`config.mk`:
```
export PLATFORM = sky130hd
export DESIGN_NAME = fdi_top
export DESIGN_NICKNAME = d
export VERILOG_FILES = /design/src/inc/fdi_pkg.sv /design/src/fdi_seg_decoder.sv /design/src/fdi_top.sv
export SDC_FILE = /design/constraint.sdc
export NUM_CORES = 1
export LEC_CHECK = 0
export ABC_CLOCK_PERIOD_IN_PS = 11500
export BUFFER_PORTS_ARGS = -buffer_cell sky130_fd_sc_hd__buf_2
export CAP_MARGIN = 30
export CORE_MARGIN = 10
export CORE_UTILIZATION = 37
export CTS_CLUSTER_SIZE = 12
export DETAILED_ROUTE_END_ITERATION = 10
export GPL_TIMING_DRIVEN = 0
export HOLD_SLACK_MARGIN = 0.05
export SLEW_MARGIN = 20
export SYNTH_ARGS = -nofsm -noshare
export SYNTH_HDL_FRONTEND = slang
export SYNTH_HIERARCHICAL = 1
export SYNTH_SLANG_ARGS = --single-unit
```
`constraint.sdc`:
```
create_clock -name clock -period 11.5 [get_ports clock]
set_input_delay 0.575 -clock clock [delete_from_list [all_inputs] [get_ports clock]]
set_output_delay 0.575 -clock clock [all_outputs]
set_load 0.02 [all_outputs]
```
`src/inc/fdi_pkg.sv`:
```
package fdi_pkg;
	// fault classes, also the order of the ack bits
	localparam int CLS_CTRL = 0;
	localparam int CLS_REMOTE = 1;
	localparam int CLS_LOCAL = 2;
	localparam int CLS_MODULE = 3;
	localparam int NUM_CLS = 4;
	// set bit marks a class at the lower priority level (2)
	localparam logic [3:0] PRIO_LOW_MASK = 4'h8;
	// register byte offsets
	localparam logic [3:0] OFF_BITS = 4'h0;
	localparam logic [3:0] OFF_PARAM = 4'h4;
	localparam logic [3:0] OFF_ACK = 4'h8;
	// diagnostic bit register layout
	localparam int BIT_READY = 0;
	localparam int BIT_INHIBIT = 1;
	localparam int BIT_RUN = 2;
	localparam int BIT_SEG_OFF = 3;
	localparam int BIT_FAULT_LSB = 4;
	// diagnostic parameter register layout
	localparam int PAR_VALUE_LSB = 0;
	localparam int PAR_GROUP = 10;
	localparam int PAR_CLASS_LSB = 11;
	localparam int PAR_VALID = 13;
	// acquired configuration limits
	localparam logic [9:0] MAX_STATIONS = 10'h140;
	localparam logic [9:0] MAX_REG_WORDS = 10'h100;
	// group message numbers
	localparam logic [3:0] GRP_E1 = 4'h1;
	localparam logic [3:0] GRP_E2 = 4'h2;
	localparam logic [3:0] GRP_E4 = 4'h4;
	localparam logic [3:0] GRP_E5 = 4'h5;
	localparam logic [3:0] GRP_E6 = 4'h6;
	// glyph codes: 0..f are hex digits
	localparam logic [4:0] GL_A = 5'h0a;
	localparam logic [4:0] GL_D = 5'h0d;
	localparam logic [4:0] GL_E = 5'h0e;
	localparam logic [4:0] GL_BLANK = 5'h10;
	localparam logic [4:0] GL_DASH = 5'h11;
	localparam logic [4:0] GL_STOP_L = 5'h12;
	localparam logic [4:0] GL_STOP_R = 5'h13;
	localparam logic [9:0] DEC_TEN = 10'h00a;
	localparam logic [9:0] DEC_HUNDRED = 10'h064;
	localparam logic [31:0] RDATA_RESET = 32'h0000_0000;

	typedef struct packed {
		logic ready;
		logic inhibit;
		logic run;
		logic seg_off;
		logic [3:0] pend;
		logic [3:0][9:0] par;
		logic grp;
		logic [3:0][3:0] older;
		logic [20:0] seg;
		logic bus_stop;
		logic outputs_reset;
		logic [31:0] rdata;
	} fdi_state_s;
endpackage

```
`src/fdi_seg_decoder.sv`:
```
`timescale 1ns/1ps
`default_nettype none
module fdi_seg_decoder
(
	input wire logic [4:0] glyph,
	output logic [6:0] seg
);
	// segment order gfedcba, active high
	always_comb
	begin
		case (glyph)
			5'h00: seg = 7'h3f;
			5'h01: seg = 7'h06;
			5'h02: seg = 7'h5b;
			5'h03: seg = 7'h4f;
			5'h04: seg = 7'h66;
			5'h05: seg = 7'h6d;
			5'h06: seg = 7'h7d;
			5'h07: seg = 7'h07;
			5'h08: seg = 7'h7f;
			5'h09: seg = 7'h6f;
			5'h0a: seg = 7'h77;
			5'h0b: seg = 7'h7c;
			5'h0c: seg = 7'h39;
			5'h0d: seg = 7'h5e;
			5'h0e: seg = 7'h79;
			5'h0f: seg = 7'h71;
			fdi_pkg::GL_DASH: seg = 7'h40;
			fdi_pkg::GL_STOP_L: seg = 7'h46;
			fdi_pkg::GL_STOP_R: seg = 7'h70;
			default: seg = 7'h00;
		endcase
	end
endmodule
`default_nettype wire

```
`src/fdi_top.sv`:
```
// Behaviour
// - ready lamp lights only after self-test finished without error
// - host output inhibit lights inhibit lamp and resets all bus outputs
// - run lamp lit while the fieldbus is active and cycling
// - segment-off lamp lit while any bus segment is switched off
// - local bus fault: local lamp, segment number shown and stored, bus stops
// - remote bus fault: remote lamp, number reported, bus stops
// - remote lamp also accompanies group messages E1, E2, E4, E5, E6
// - group message E2 when stations exceed 320 or register words 256
// - group message E4 when a station fails to respond during acquisition
// - group message E5 when every bus group is switched off
// - module fault: module lamp, segment number shown, bus keeps running
// - module faults only from modules returning a bus acknowledgment
// - several pending faults: the highest priority one is displayed
// - equal priority: the earliest arrived fault is displayed
// - controller, remote, local are priority 1; module is priority 2
// - controller fault: controller lamp, error code shown and stored
// - display shows stop, run, address-fault symbol or fault parameter
// - host-readable registers mirror every lamp and displayed parameter
`timescale 1ns/1ps
`default_nettype none
module fdi_top
(
	input wire logic clock,
	input wire logic reset,
	input wire logic selftest_done,
	input wire logic selftest_error,
	input wire logic host_output_inhibit,
	input wire logic bus_active,
	input wire logic segment_switched_off,
	input wire logic address_invalid,
	input wire logic ctrl_fault,
	input wire logic [7:0] ctrl_code,
	input wire logic ctrl_stops_bus,
	input wire logic remote_segment_fault,
	input wire logic [9:0] remote_number,
	input wire logic local_segment_fault,
	input wire logic [9:0] local_number,
	input wire logic module_fault,
	input wire logic module_ack,
	input wire logic [9:0] module_segment,
	input wire logic cfg_acquired,
	input wire logic [9:0] station_count,
	input wire logic [9:0] register_word_count,
	input wire logic fault_gone_reacq,
	input wire logic station_no_response,
	input wire logic all_groups_off,
	input wire logic no_data_cycle,
	input wire logic [3:0] reg_addr,
	input wire logic [31:0] reg_wdata,
	input wire logic reg_write,
	input wire logic reg_read,
	output logic [31:0] reg_rdata,
	output logic lamp_ready,
	output logic lamp_inhibit,
	output logic lamp_run,
	output logic lamp_segment_off,
	output logic lamp_ctrl_fault,
	output logic lamp_remote_fault,
	output logic lamp_local_fault,
	output logic lamp_module_fault,
	output logic [6:0] seg_digit2,
	output logic [6:0] seg_digit1,
	output logic [6:0] seg_digit0,
	output logic bus_stop,
	output logic outputs_reset
);
	fdi_pkg::fdi_state_s s_ff;
	fdi_pkg::fdi_state_s nxt_s;
	logic cfg_over;
	logic group_any;
	logic [3:0] group_code;
	logic [3:0] cond;
	logic [3:0][9:0] cond_par;
	logic [3:0] ack;
	logic [2:0] win;
	logic [14:0] glyphs;
	logic [20:0] seg_now;

	// winner: {valid, class}; a class loses to a better level or an older peer
	function automatic logic [2:0] pick_f(input fdi_pkg::fdi_state_s s);
		logic [2:0] r;
		logic beaten;
		r = 3'h0;
		beaten = 1'b0;
		for (int i = 0; i < fdi_pkg::NUM_CLS; i++)
		begin
			beaten = !s.pend[i];
			for (int j = 0; j < fdi_pkg::NUM_CLS; j++)
			begin
				if (j != i && s.pend[j])
				begin
					if (!fdi_pkg::PRIO_LOW_MASK[j] && fdi_pkg::PRIO_LOW_MASK[i])
						beaten = 1'b1;
					else if (fdi_pkg::PRIO_LOW_MASK[j] == fdi_pkg::PRIO_LOW_MASK[i]
						&& s.older[j][i])
						beaten = 1'b1;
				end
			end
			if (!beaten && !r[2])
				r = {1'b1, 2'(i)};
		end
		return r;
	endfunction

	// three glyphs, leftmost first; numbers above 999 are not meaningful
	function automatic logic [14:0] glyph_f(input fdi_pkg::fdi_state_s s, input logic [2:0] w,
		input logic addr_bad);
		logic [9:0] v;
		logic [14:0] g;
		v = s.par[w[1:0]];
		g = {fdi_pkg::GL_BLANK, fdi_pkg::GL_DASH, fdi_pkg::GL_BLANK};
		if (addr_bad)
			g = {fdi_pkg::GL_BLANK, fdi_pkg::GL_A, fdi_pkg::GL_D};
		else if (w[2])
		begin
			if (w[1:0] == 2'(fdi_pkg::CLS_CTRL))
				g = {fdi_pkg::GL_BLANK, 1'b0, v[7:4], 1'b0, v[3:0]};
			else if (w[1:0] == 2'(fdi_pkg::CLS_REMOTE) && s.grp)
				g = {fdi_pkg::GL_BLANK, fdi_pkg::GL_E, 1'b0, v[3:0]};
			else
				g = {1'b0, 4'(v / fdi_pkg::DEC_HUNDRED),
					1'b0, 4'((v / fdi_pkg::DEC_TEN) % fdi_pkg::DEC_TEN),
					1'b0, 4'(v % fdi_pkg::DEC_TEN)};
		end
		else if (s.inhibit || !s.run)
			g = {fdi_pkg::GL_STOP_L, fdi_pkg::GL_BLANK, fdi_pkg::GL_STOP_R};
		return g;
	endfunction

	assign win = pick_f(s_ff);
	assign glyphs = glyph_f(s_ff, win, address_invalid);

	fdi_seg_decoder u_dec2
	(
		.glyph(glyphs[14:10]),
		.seg(seg_now[20:14])
	);
	fdi_seg_decoder u_dec1
	(
		.glyph(glyphs[9:5]),
		.seg(seg_now[13:7])
	);
	fdi_seg_decoder u_dec0
	(
		.glyph(glyphs[4:0]),
		.seg(seg_now[6:0])
	);

	always_comb
	begin
		// limits only judged once an acquisition result is offered
		cfg_over = cfg_acquired && (station_count > fdi_pkg::MAX_STATIONS
			|| register_word_count > fdi_pkg::MAX_REG_WORDS);
		group_any = fault_gone_reacq || cfg_over || station_no_response
			|| all_groups_off || no_data_cycle;
		if (fault_gone_reacq)
			group_code = fdi_pkg::GRP_E1;
		else if (cfg_over)
			group_code = fdi_pkg::GRP_E2;
		else if (station_no_response)
			group_code = fdi_pkg::GRP_E4;
		else if (all_groups_off)
			group_code = fdi_pkg::GRP_E5;
		else
			group_code = fdi_pkg::GRP_E6;
		cond[fdi_pkg::CLS_CTRL] = ctrl_fault;
		cond[fdi_pkg::CLS_REMOTE] = remote_segment_fault || group_any;
		cond[fdi_pkg::CLS_LOCAL] = local_segment_fault;
		cond[fdi_pkg::CLS_MODULE] = module_fault && module_ack;
		cond_par[fdi_pkg::CLS_CTRL] = {2'h0, ctrl_code};
		cond_par[fdi_pkg::CLS_REMOTE] = remote_segment_fault ? remote_number
			: {6'h00, group_code};
		cond_par[fdi_pkg::CLS_LOCAL] = local_number;
		cond_par[fdi_pkg::CLS_MODULE] = module_segment;
		ack = (reg_write && reg_addr == fdi_pkg::OFF_ACK) ? reg_wdata[3:0] : 4'h0;

		nxt_s = s_ff;
		nxt_s.ready = selftest_done && !selftest_error;
		nxt_s.inhibit = host_output_inhibit;
		nxt_s.outputs_reset = host_output_inhibit;
		nxt_s.run = bus_active;
		nxt_s.seg_off = segment_switched_off;
		for (int i = 0; i < fdi_pkg::NUM_CLS; i++)
		begin
			// a live condition cannot be acknowledged away, so a new set always wins
			if (cond[i] && !s_ff.pend[i])
			begin
				nxt_s.pend[i] = 1'b1;
				nxt_s.par[i] = cond_par[i];
				for (int j = 0; j < fdi_pkg::NUM_CLS; j++)
				begin
					nxt_s.older[i][j] = 1'b0;
					if (j != i)
						nxt_s.older[j][i] = s_ff.pend[j];
				end
				if (i == fdi_pkg::CLS_REMOTE)
					nxt_s.grp = !remote_segment_fault;
			end
			else if (s_ff.pend[i] && ack[i] && !cond[i])
				nxt_s.pend[i] = 1'b0;
		end
		// module faults leave the bus running
		nxt_s.bus_stop = nxt_s.pend[fdi_pkg::CLS_LOCAL] || nxt_s.pend[fdi_pkg::CLS_REMOTE]
			|| (nxt_s.pend[fdi_pkg::CLS_CTRL] && ctrl_stops_bus);
		nxt_s.seg = seg_now;
		nxt_s.rdata = fdi_pkg::RDATA_RESET;
		if (reg_read)
		begin
			case (reg_addr)
				fdi_pkg::OFF_BITS:
				begin
					nxt_s.rdata[fdi_pkg::BIT_READY] = s_ff.ready;
					nxt_s.rdata[fdi_pkg::BIT_INHIBIT] = s_ff.inhibit;
					nxt_s.rdata[fdi_pkg::BIT_RUN] = s_ff.run;
					nxt_s.rdata[fdi_pkg::BIT_SEG_OFF] = s_ff.seg_off;
					nxt_s.rdata[fdi_pkg::BIT_FAULT_LSB +: 4] = s_ff.pend;
				end
				fdi_pkg::OFF_PARAM:
				begin
					nxt_s.rdata[fdi_pkg::PAR_VALUE_LSB +: 10] = win[2] ? s_ff.par[win[1:0]]
						: 10'h000;
					nxt_s.rdata[fdi_pkg::PAR_GROUP] = win[2] && win[1:0] == 2'(fdi_pkg::CLS_REMOTE)
						&& s_ff.grp;
					nxt_s.rdata[fdi_pkg::PAR_CLASS_LSB +: 2] = win[1:0];
					nxt_s.rdata[fdi_pkg::PAR_VALID] = win[2];
				end
				default: nxt_s.rdata = fdi_pkg::RDATA_RESET;
			endcase
		end
	end

	always_ff @(posedge clock or posedge reset)
	begin
		if (reset)
			s_ff <= '0;
		else
			s_ff <= nxt_s;
	end

	assign reg_rdata = s_ff.rdata;
	assign lamp_ready = s_ff.ready;
	assign lamp_inhibit = s_ff.inhibit;
	assign lamp_run = s_ff.run;
	assign lamp_segment_off = s_ff.seg_off;
	assign lamp_ctrl_fault = s_ff.pend[fdi_pkg::CLS_CTRL];
	assign lamp_remote_fault = s_ff.pend[fdi_pkg::CLS_REMOTE];
	assign lamp_local_fault = s_ff.pend[fdi_pkg::CLS_LOCAL];
	assign lamp_module_fault = s_ff.pend[fdi_pkg::CLS_MODULE];
	assign seg_digit2 = s_ff.seg[20:14];
	assign seg_digit1 = s_ff.seg[13:7];
	assign seg_digit0 = s_ff.seg[6:0];
	assign bus_stop = s_ff.bus_stop;
	assign outputs_reset = s_ff.outputs_reset;

	a_ready_lamp: assert property (@(posedge clock) disable iff (reset)
		selftest_error |=> !lamp_ready)
		else $error("ready lamp lit despite self-test error");
	a_inhibit_outputs: assert property (@(posedge clock) disable iff (reset)
		host_output_inhibit |=> lamp_inhibit && outputs_reset)
		else $error("inhibit did not reset outputs");
	a_run_lamp: assert property (@(posedge clock) disable iff (reset)
		!bus_active ##1 !bus_active |=> !lamp_run && !$past(lamp_run))
		else $error("run lamp lit on idle bus");
	a_segment_off: assert property (@(posedge clock) disable iff (reset)
		segment_switched_off |=> lamp_segment_off)
		else $error("segment-off lamp missing");
	a_local_stop: assert property (@(posedge clock) disable iff (reset)
		local_segment_fault && !lamp_local_fault |=> lamp_local_fault && bus_stop
		&& s_ff.par[fdi_pkg::CLS_LOCAL] == $past(local_number))
		else $error("local fault not latched with stop");
	a_cfg_limit: assert property (@(posedge clock) disable iff (reset)
		cfg_acquired && station_count > fdi_pkg::MAX_STATIONS && !remote_segment_fault
		&& !fault_gone_reacq && !lamp_remote_fault
		|=> lamp_remote_fault && s_ff.par[fdi_pkg::CLS_REMOTE] == 10'(fdi_pkg::GRP_E2))
		else $error("configuration limit message missing");
	a_module_ack: assert property (@(posedge clock) disable iff (reset)
		!module_ack && !lamp_module_fault |=> !lamp_module_fault)
		else $error("module fault without bus acknowledgment");
	a_module_runs: assert property (@(posedge clock) disable iff (reset)
		!lamp_ctrl_fault && !lamp_local_fault && !lamp_remote_fault |-> !bus_stop)
		else $error("bus stopped for module fault alone");
	a_priority_pick: assert property (@(posedge clock) disable iff (reset)
		s_ff.pend[fdi_pkg::CLS_MODULE] && s_ff.pend[fdi_pkg::CLS_LOCAL]
		|-> win[1:0] != 2'(fdi_pkg::CLS_MODULE))
		else $error("module fault shown over priority 1 fault");
	a_fault_latched: assert property (@(posedge clock) disable iff (reset)
		lamp_local_fault && !(reg_write && reg_addr == fdi_pkg::OFF_ACK)
		|=> lamp_local_fault)
		else $error("fault dropped without acknowledgment");
	a_read_slot: assert property (@(posedge clock) disable iff (reset)
		!reg_read |=> reg_rdata == fdi_pkg::RDATA_RESET)
		else $error("read data outside the answer cycle");
	// the checks below, except a_older_first (same cycle), look one edge after the cause, where the registered answer stands
	a_remote_stop: assert property (@(posedge clock) disable iff (reset)
		remote_segment_fault && !lamp_remote_fault |=> lamp_remote_fault && bus_stop
		&& s_ff.par[fdi_pkg::CLS_REMOTE] == $past(remote_number))
		else $error("remote fault not latched with stop");
	a_group_lamp: assert property (@(posedge clock) disable iff (reset)
		group_any && !remote_segment_fault && !lamp_remote_fault
		|=> lamp_remote_fault && s_ff.grp)
		else $error("group message without remote lamp");
	a_word_limit: assert property (@(posedge clock) disable iff (reset)
		cfg_acquired && register_word_count > fdi_pkg::MAX_REG_WORDS && !remote_segment_fault
		&& !fault_gone_reacq && !lamp_remote_fault
		|=> lamp_remote_fault && s_ff.par[fdi_pkg::CLS_REMOTE] == 10'(fdi_pkg::GRP_E2))
		else $error("register word limit message missing");
	a_no_answer: assert property (@(posedge clock) disable iff (reset)
		station_no_response && !fault_gone_reacq && !cfg_over && !remote_segment_fault
		&& !lamp_remote_fault |=> s_ff.par[fdi_pkg::CLS_REMOTE] == 10'(fdi_pkg::GRP_E4))
		else $error("undetectable configuration message missing");
	a_groups_off: assert property (@(posedge clock) disable iff (reset)
		all_groups_off && !fault_gone_reacq && !cfg_over && !station_no_response
		&& !remote_segment_fault && !lamp_remote_fault
		|=> s_ff.par[fdi_pkg::CLS_REMOTE] == 10'(fdi_pkg::GRP_E5))
		else $error("all groups off message missing");
	a_module_latch: assert property (@(posedge clock) disable iff (reset)
		module_fault && module_ack && !lamp_module_fault |=> lamp_module_fault)
		else $error("acknowledged module fault not latched");
	a_older_first: assert property (@(posedge clock) disable iff (reset)
		!s_ff.pend[fdi_pkg::CLS_CTRL] && s_ff.pend[fdi_pkg::CLS_REMOTE]
		&& s_ff.pend[fdi_pkg::CLS_LOCAL] && s_ff.older[fdi_pkg::CLS_REMOTE][fdi_pkg::CLS_LOCAL]
		|-> win == {1'b1, 2'(fdi_pkg::CLS_REMOTE)})
		else $error("later fault shown over an older peer");
	a_ctrl_latch: assert property (@(posedge clock) disable iff (reset)
		ctrl_fault && !lamp_ctrl_fault |=> lamp_ctrl_fault
		&& s_ff.par[fdi_pkg::CLS_CTRL] == {2'h0, $past(ctrl_code)})
		else $error("controller fault not latched with its code");
	a_stop_glyph: assert property (@(posedge clock) disable iff (reset)
		!address_invalid && !win[2] && (lamp_inhibit || !lamp_run)
		|=> seg_digit2 == 7'h46 && seg_digit1 == 7'h00 && seg_digit0 == 7'h70)
		else $error("stop symbol missing");
	a_addr_glyph: assert property (@(posedge clock) disable iff (reset)
		address_invalid |=> seg_digit2 == 7'h00 && seg_digit1 == 7'h77 && seg_digit0 == 7'h5e)
		else $error("address fault symbol missing");
	a_bits_mirror: assert property (@(posedge clock) disable iff (reset)
		reg_read && reg_addr == fdi_pkg::OFF_BITS
		|=> reg_rdata[fdi_pkg::BIT_READY] == $past(lamp_ready)
		&& reg_rdata[fdi_pkg::BIT_FAULT_LSB + 3] == $past(lamp_module_fault))
		else $error("bit register does not mirror the lamps");
	a_ack_clears: assert property (@(posedge clock) disable iff (reset)
		lamp_local_fault && ack[fdi_pkg::CLS_LOCAL] && !local_segment_fault
		|=> !lamp_local_fault)
		else $error("acknowledged fault not cleared");
endmodule
`default_nettype wire

```
==> out/metrics.yaml, run 1 <==
slowest_stage: "nor3_1"
cpPeakStageDelay_ns: 0.72
ir_worst_vdd_v: 0.0001089
clock_sinks: 89
intPower_w: 0.001041
grt_pass1_vias: 7433
min_path_type: "primary input to async pin"
layout_worst_path_cycle_share_pct: 89.58
cts_setup_buffers: 0
drc: 0
period_needed_ns: 10.30
synth-simple-area-share_pct: 22.15
clk_latency_ns: 0.36
status: "completed"
synth_xor_area_share_pct: 0.6836
synth-compound-area-share_pct: 28.19
p_per_area_mw_per_mm2: 218.0
worstSetupStartpointType: "flip-flop"
cts_tree: "done"
placementRows: 52
tightest_slew_ns: 0.9129
clkPwrFrac_pct: 15.0
hpwl_um: 18860
ys_seq_area_share_pct: 28.97
pin_count: 178
p_total_w: 0.001980
post_drt_wl_per_cell_um: 17.34
clk_pin_slew_ns: 0.07
cpLargestDelayFamily: "compound AO/OA/AOI/OAI gates"
root_buffer: "clkbuf_16"
htreeDepth: 3
synth_fa_ha_area_share_pct: 4.329
synth_area_leaders: "dfrtp_1 29%, nand2_1 6.8%, buf_4 5.7%"
drt-initial-drc-count: 578
fmax_mhz: 97.07
diodes: 0
vias_per_cell: 5.482
synth_edf_count: 0
antenna_found_initial: 0
ys_types: 101
worstSetupEndpointType: "flip-flop"
ys_async_sr_fraction_pct: 100.0
synth_area_mm2: 0.007687
switching_share_pct: 47.46
placement.io_buffers: 131
start_util_pct: 37.75
timing.final.hold_violations: 0
seqPwrFrac_pct: 20.3
worstPathRequired_ns: 11.73
grt_pass1_wl_um: 38630
gr-usage-all-layers_pct: 17.62
setup_tns_ns: 0
cp.arrival_ns: 10.53
grt_start_max_net_pins: 61
fin_util_pct: 44.61
p_sw_w: 0.0009399
path_max_fanout: 10
rsz0062_at_grt: "no"
die_h_um: 164.1
drv_cap: 0
path_buf_inv: 4
yosysWarnings: 6
final_cells: 1370
synth_ff_type: "dfrtp_1"
num-fill-cells: 2074
area_delta_synth_final_pct: 18.18
clk_path_buf_depth: 2
holdBufCountCts: 0
clock_skew_ns: 0.007975
post-place-cells: 1354
worst-setup-path-type: "flip-flop to flip-flop"
wl_um: 23750
drt.antenna.violating_nets: 0
cts_made_buffers: 9
overflow: 0
num_vias: 7510
drive_above_1_share_pct: 27.55
yosys.area.top_type: "dfrtp_1"
nets: 1235
slew_viol_final: 0
core_mm2: 0.02036
setup_viol: 0
synth_area_per_cell_um2: 8.239
cts_resized: 0
die_w_um: 164.1
pre_cts_ws_ns: 1.340
dieArea_mm2: 0.02694
leakage_nw: 4.222
synth_top_family_by_area: "compound AO/OA/AOI/OAI gates"
netlist.area_leader.share_pct: 28.97
syn_inst: 933
place_congestion: 0.9477
synth_mux_area_share_pct: 5.078
max_slew_margin_pct: 39.14
yosys_register_bits: 89
fin_ws_ns: 1.199
first_pass_iters: 6
combPwrFrac_pct: 64.7
-- per-layer routing --
metal	global-route usage, %	up-vias	part of all wire (%)
met1	23.08	3554	45
met5	0	-	0
met3	4.431	24	7.0
met4	5.077	0	1.8
li1	-	3650	-
met2	28.03	282	46
-- layout by cell type (no fill, tap or decap), drive strengths merged, types with 17 or more instances in the layout --
master and count:
a21oi 63, buf 217, nand3 38, o21ai 50, conb 18, inv 41
nand2 140, nor2 79, ha 25, nand2b 17, nor3 22, mux2 20
clkbuf 27, a211oi 17, dfrtp 89
-- cells in the mapped netlist (8+ instances only) --
cell and n:
inv_1 34, o211ai_1 8, clkbuf_1 17, o21ai_0 43
buf_2 20, mux2_2 14, o22ai_1 16, a21o_1 11
nand3_1 38, nor2_1 78, ha_1 25, nand2b_1 16
buf_4 58, dfrtp_1 89, nand2_1 139, nor3_1 21
a31oi_1 10, nor2b_1 11, a21oi_1 60, mux2i_1 12
a211oi_1 10
-- flip-flops by register name, summed over array words and instances, names as in the netlist --
signal,cells
lamp_segment_off,1
lamp_run,1
lamp_ctrl_fault,1
s_ff,45
lamp_remote_fault,1
outputs_reset,1
seg_digit0,7
seg_digit2,7
bus_stop,1
seg_digit1,7
reg_rdata,14
lamp_ready,1
lamp_local_fault,1
lamp_module_fault,1
-- worst reg2reg max path: cells and delay by family, from the launching register on --
family	cells	cell delay (ns)
AOI/OAI and AO/OA	18	4.70
and+or+nand+nor	9	2.71
buffers and inverters	4	1.41
adders and majority gates	2	0.59
DFF	1	0.39
muxes	1	0.36
-- final cells by class --
cell class | count | area (um2) | share of cell area, %
Multi-Input combinational cell | 721 | 4713 | 51.88
Sequential cell | 89 | 2227 | 24.51
Timing Repair Buffer | 134 | 691.9 | 7.616
Buffer | 101 | 661.9 | 7.286
Tap cell | 270 | 337.8 | 3.718
Clock buffer | 9 | 225.2 | 2.479
Inverter | 39 | 153.9 | 1.694
Clock inverter | 7 | 73.82 | 0.8126
-- power by group through the flow --
stage | Combinational (W) | Sequential, W | Clock [W]
global route | 0.00141 | 0.000408 | 0.000320
finish | 0.00128 | 0.000401 | 0.000298
global placement | 0.00126 | 0.000407 | 0
CTS | 0.00127 | 0.000402 | 0.000306
floorplan | 0.000994 | 0.000398 | 0
detailed placement | 0.00126 | 0.000407 | 0
-- path summary, 6_finish.rpt --
| check | end | cells after the start | slack (ns) | startpoint |
|---|---|---|---|---|
| worst max-delay path | seg_digit1[6] | 34 | 1.20 | lamp_ctrl_fault |
| worst min-delay path | seg_digit1[1] | 2 | 0.18 | reset |
| worst max register to register | seg_digit1[6] | 34 | 1.20 | lamp_ctrl_fault |
| worst min register to register | s_ff[99] | 2 | 0.48 | s_ff[99] |
| max in group asynchronous | reg_rdata[11] | 3 | 10.72 | reset |
| min in group clock | lamp_run | 1 | 0.32 | bus_active |
-- metrics by stage --
step	instance area [um2]	hold slack [ns]
finish	9085	0.1794
global route	9085	0.1990
CTS	9085	0.1881
detailed placement	8786	0.4620
global placement	8745	0.4572
floorplan	7751	0.4323
-- logic make-up after synthesis --
group | count (synthesis)
AO/OA/AOI/OAI | 279
XOR/XNOR | 6
adder cells (fa/ha/maj) | 27
buffers and inverters | 140
flip-flops | 89
multiplexers | 33
other | 1
AND/OR/NAND/NOR | 358
(Power assumes the default switching activity.)
==> run 2, diff against run 1 <==
Settings changed: CORE_UTILIZATION 37 to 50, PLACE_DENSITY set to 0.75.
==> run 2 against run 1 <==
Compared with the run above:
- clock skew up 0.0029 ns
- via count increased by 1.9%
- die area is 23% lower
- final cell count decreased by 6.1%
- design area fell by 0.98%
- first-iteration DRC count rose by 28%
- worst hold slack gained 0.043 ns
- utilization is 15 points higher
- sequential power about the same
- critical endpoint unchanged
- largest power group unchanged
- highest routed layer is now met5
==> out/metrics.yaml, run 2 (synthesis results as in run 1) <==
num_vias: 7652  # was 7510
placement.io_buffers: 131  # unchanged
antenna_found_initial: 2  # was 0
path_max_fanout: 10  # unchanged
cts_resized: 0  # unchanged
cp.arrival_ns: 10.37  # was 10.53 ns
overflow: 0  # unchanged
nets: 1234  # was 1235
largest_reg_flops: 45  # unchanged
placementRows: 45  # was 52
tightest_slew_ns: 0.8562  # was 0.9129 ns
use_met2_pct: 36.31  # was 28.03%
drv_cap: 0  # unchanged
grt_pass1_vias: 7539  # was 7433
leakage_nw: 4.227  # was 4.222 nW
cts_tree: "done"  # unchanged
p_per_area_mw_per_mm2: 222.5  # was 218.0 mW/mm2
holdBufCountCts: 0  # unchanged
grt_pass1_wl_um: 37410  # was 38630 um
num-fill-cells: 1386  # was 2074
largest-register: "s_ff"  # unchanged
clk_latency_ns: 0.36  # about the same
multi_input_area_mm2: 0.004713  # unchanged
cts_made_buffers: 9  # unchanged
die_w_um: 144.0  # was 164.1 um
area_delta_synth_final_pct: 17.02  # was 18.18%
rsz0062_at_grt: "no"  # unchanged
post_drt_wl_per_cell_um: 17.85  # was 17.34 um
drt.antenna.violating_nets: 0  # unchanged
setup_viol: 0  # unchanged
max_slew_margin_pct: 42.39  # was 39.14%
worst-setup-path-type: "flip-flop to flip-flop"  # unchanged
drt-initial-drc-count: 741  # was 578
worstSetupEndpointType: "flip-flop"  # unchanged
drive_above_1_share_pct: 27.48  # was 27.55%
gr-usage-all-layers_pct: 22.20  # was 17.62%
status: "completed"  # unchanged
dieArea_mm2: 0.02073  # was 0.02694 mm2
clk_pin_slew_ns: 0.07  # about the same
period_needed_ns: 10.13  # was 10.30 ns
wl_um: 22980  # was 23750 um
fmax_mhz: 98.71  # was 97.07 MHz
layout_worst_path_cycle_share_pct: 88.09  # was 89.58%
start_util_pct: 50.76  # was 37.75%
vias_per_cell: 5.946  # was 5.482
post-place-cells: 1271  # was 1354
clock_sinks: 89  # unchanged
cpPeakStageDelay_ns: 0.69  # was 0.72 ns
use_met1_pct: 28.05  # was 23.08%
final_cells: 1287  # was 1370
core_mm2: 0.01515  # was 0.02036 mm2
mostFrequentLayoutCells: "152 x buf_2, 139 x nand2_1, 89 x dfrtp_1"  # unchanged
fin_util_pct: 59.40  # was 44.61%
htreeDepth: 3  # unchanged
slowest_stage: "nor4b_4"  # was nor3_1
cts_setup_buffers: 0  # unchanged
worstPathRequired_ns: 11.74  # was 11.73 ns
pin_count: 178  # unchanged
busiest_layer: "met2"  # unchanged
met3_usage_pct: 5.346  # was 4.431%
grt_start_max_net_pins: 58  # was 61
min_path_type: "primary input to async pin"  # unchanged
root_buffer: "clkbuf_16"  # unchanged
hpwl_um: 17660  # was 18860 um
cpLargestDelayFamily: "compound AO/OA/AOI/OAI gates"  # unchanged
clk_path_buf_depth: 2  # unchanged
drc: 0  # unchanged
ir_worst_vdd_v: 0.0001789  # was 0.0001089 V
die_h_um: 144.0  # was 164.1 um
path_buf_inv: 3  # was 4
worstSetupStartpointType: "flip-flop"  # unchanged
slew_viol_final: 0  # unchanged
final_common_cell: "buf_2"  # unchanged
first_pass_iters: 6  # unchanged
whs_ns: 0.2221  # was 0.1794 ns
timing.final.hold_violations: 0  # unchanged
cpMostUsedCell: "nor2_1"
ff_latch_area_mm2: 0.002227  # unchanged
setup_tns_ns: 0  # unchanged
place_congestion: 0.9369  # was 0.9477
clock_skew_ns: 0.01091  # was 0.007975 ns
diodes: 0  # unchanged
==> run 2: cell types whose count changed in the layout (fill, tap and decap cells not counted), sizes merged <==
cell | before | now
bufinv | 0 | 2
inv | 41 | 39
clkinvlp | 0 | 1
clkinv | 5 | 3
clkbuf | 27 | 28
buf | 217 | 216
==> run 2: final cells by class <==
class                      instances  share of cell area, %
multi-input combinational        721                  52.39
tap                              188                  2.615
clock inverter                     6                  1.001
sequential                        89                  24.76
clock buffer                      10                  2.545
inverter                          39                  1.683
timing repair buffer             133                  7.650
buffer                           101                  7.357
==> run 2: layer usage <==
metal  wire, um  up-vias
li1           -     3655
met3       1982       55
met4        565        2
met2      10650      341
met5          7        -
met1       9768     3599
==> run 2: power breakdown <==
group | internal [W] | switching (W) | leakage, nW | total [W]
logic | 0.000514 | 0.000759 | 2.98 | 0.00127
clock network | 0.000191 | 0.000136 | 0.153 | 0.000327
registers | 0.000372 | 0.0000298 | 1.10 | 0.000402
total | 0.00108 | 0.000924 | 4.23 | 0.00200
==> run 2: worst register-to-register path, delay by kind of cell, from the launching register on <==
kind	cells	cell delay, ns
buffers and inverters	3	0.69
adder cells (fa/ha/maj)	2	0.59
flip-flops	1	0.42
AO/OA/AOI/OAI	16	4.25
multiplexers	3	0.99
AND/OR/NAND/NOR	11	3.07
==> run 2: metrics by stage <==
step / setup slack [ns] / power, W / instance area (um2)
floorplan: 3.011 / 0.001391 / 7751
global placement: 1.785 / 0.001633 / 8642
detailed placement: 1.617 / 0.001653 / 8677
CTS: 1.466 / 0.001990 / 8996
global route: 0.5170 / 0.002144 / 8996
finish: 1.370 / 0.002002 / 8996
==> run 2: final timing paths <==
check	depth (start not counted)	to	slack, ns	from
setup / recovery	35	seg_digit1[6]	1.37	lamp_remote_fault
hold / removal	2	seg_digit1[6]	0.22	reset
setup reg to reg	35	seg_digit1[6]	1.37	lamp_remote_fault
hold reg to reg	2	s_ff[97]	0.48	s_ff[97]
max in group asynchronous	3	seg_digit2[1]	10.65	reset
min in group clock	1	outputs_reset	0.33	host_output_inhibit
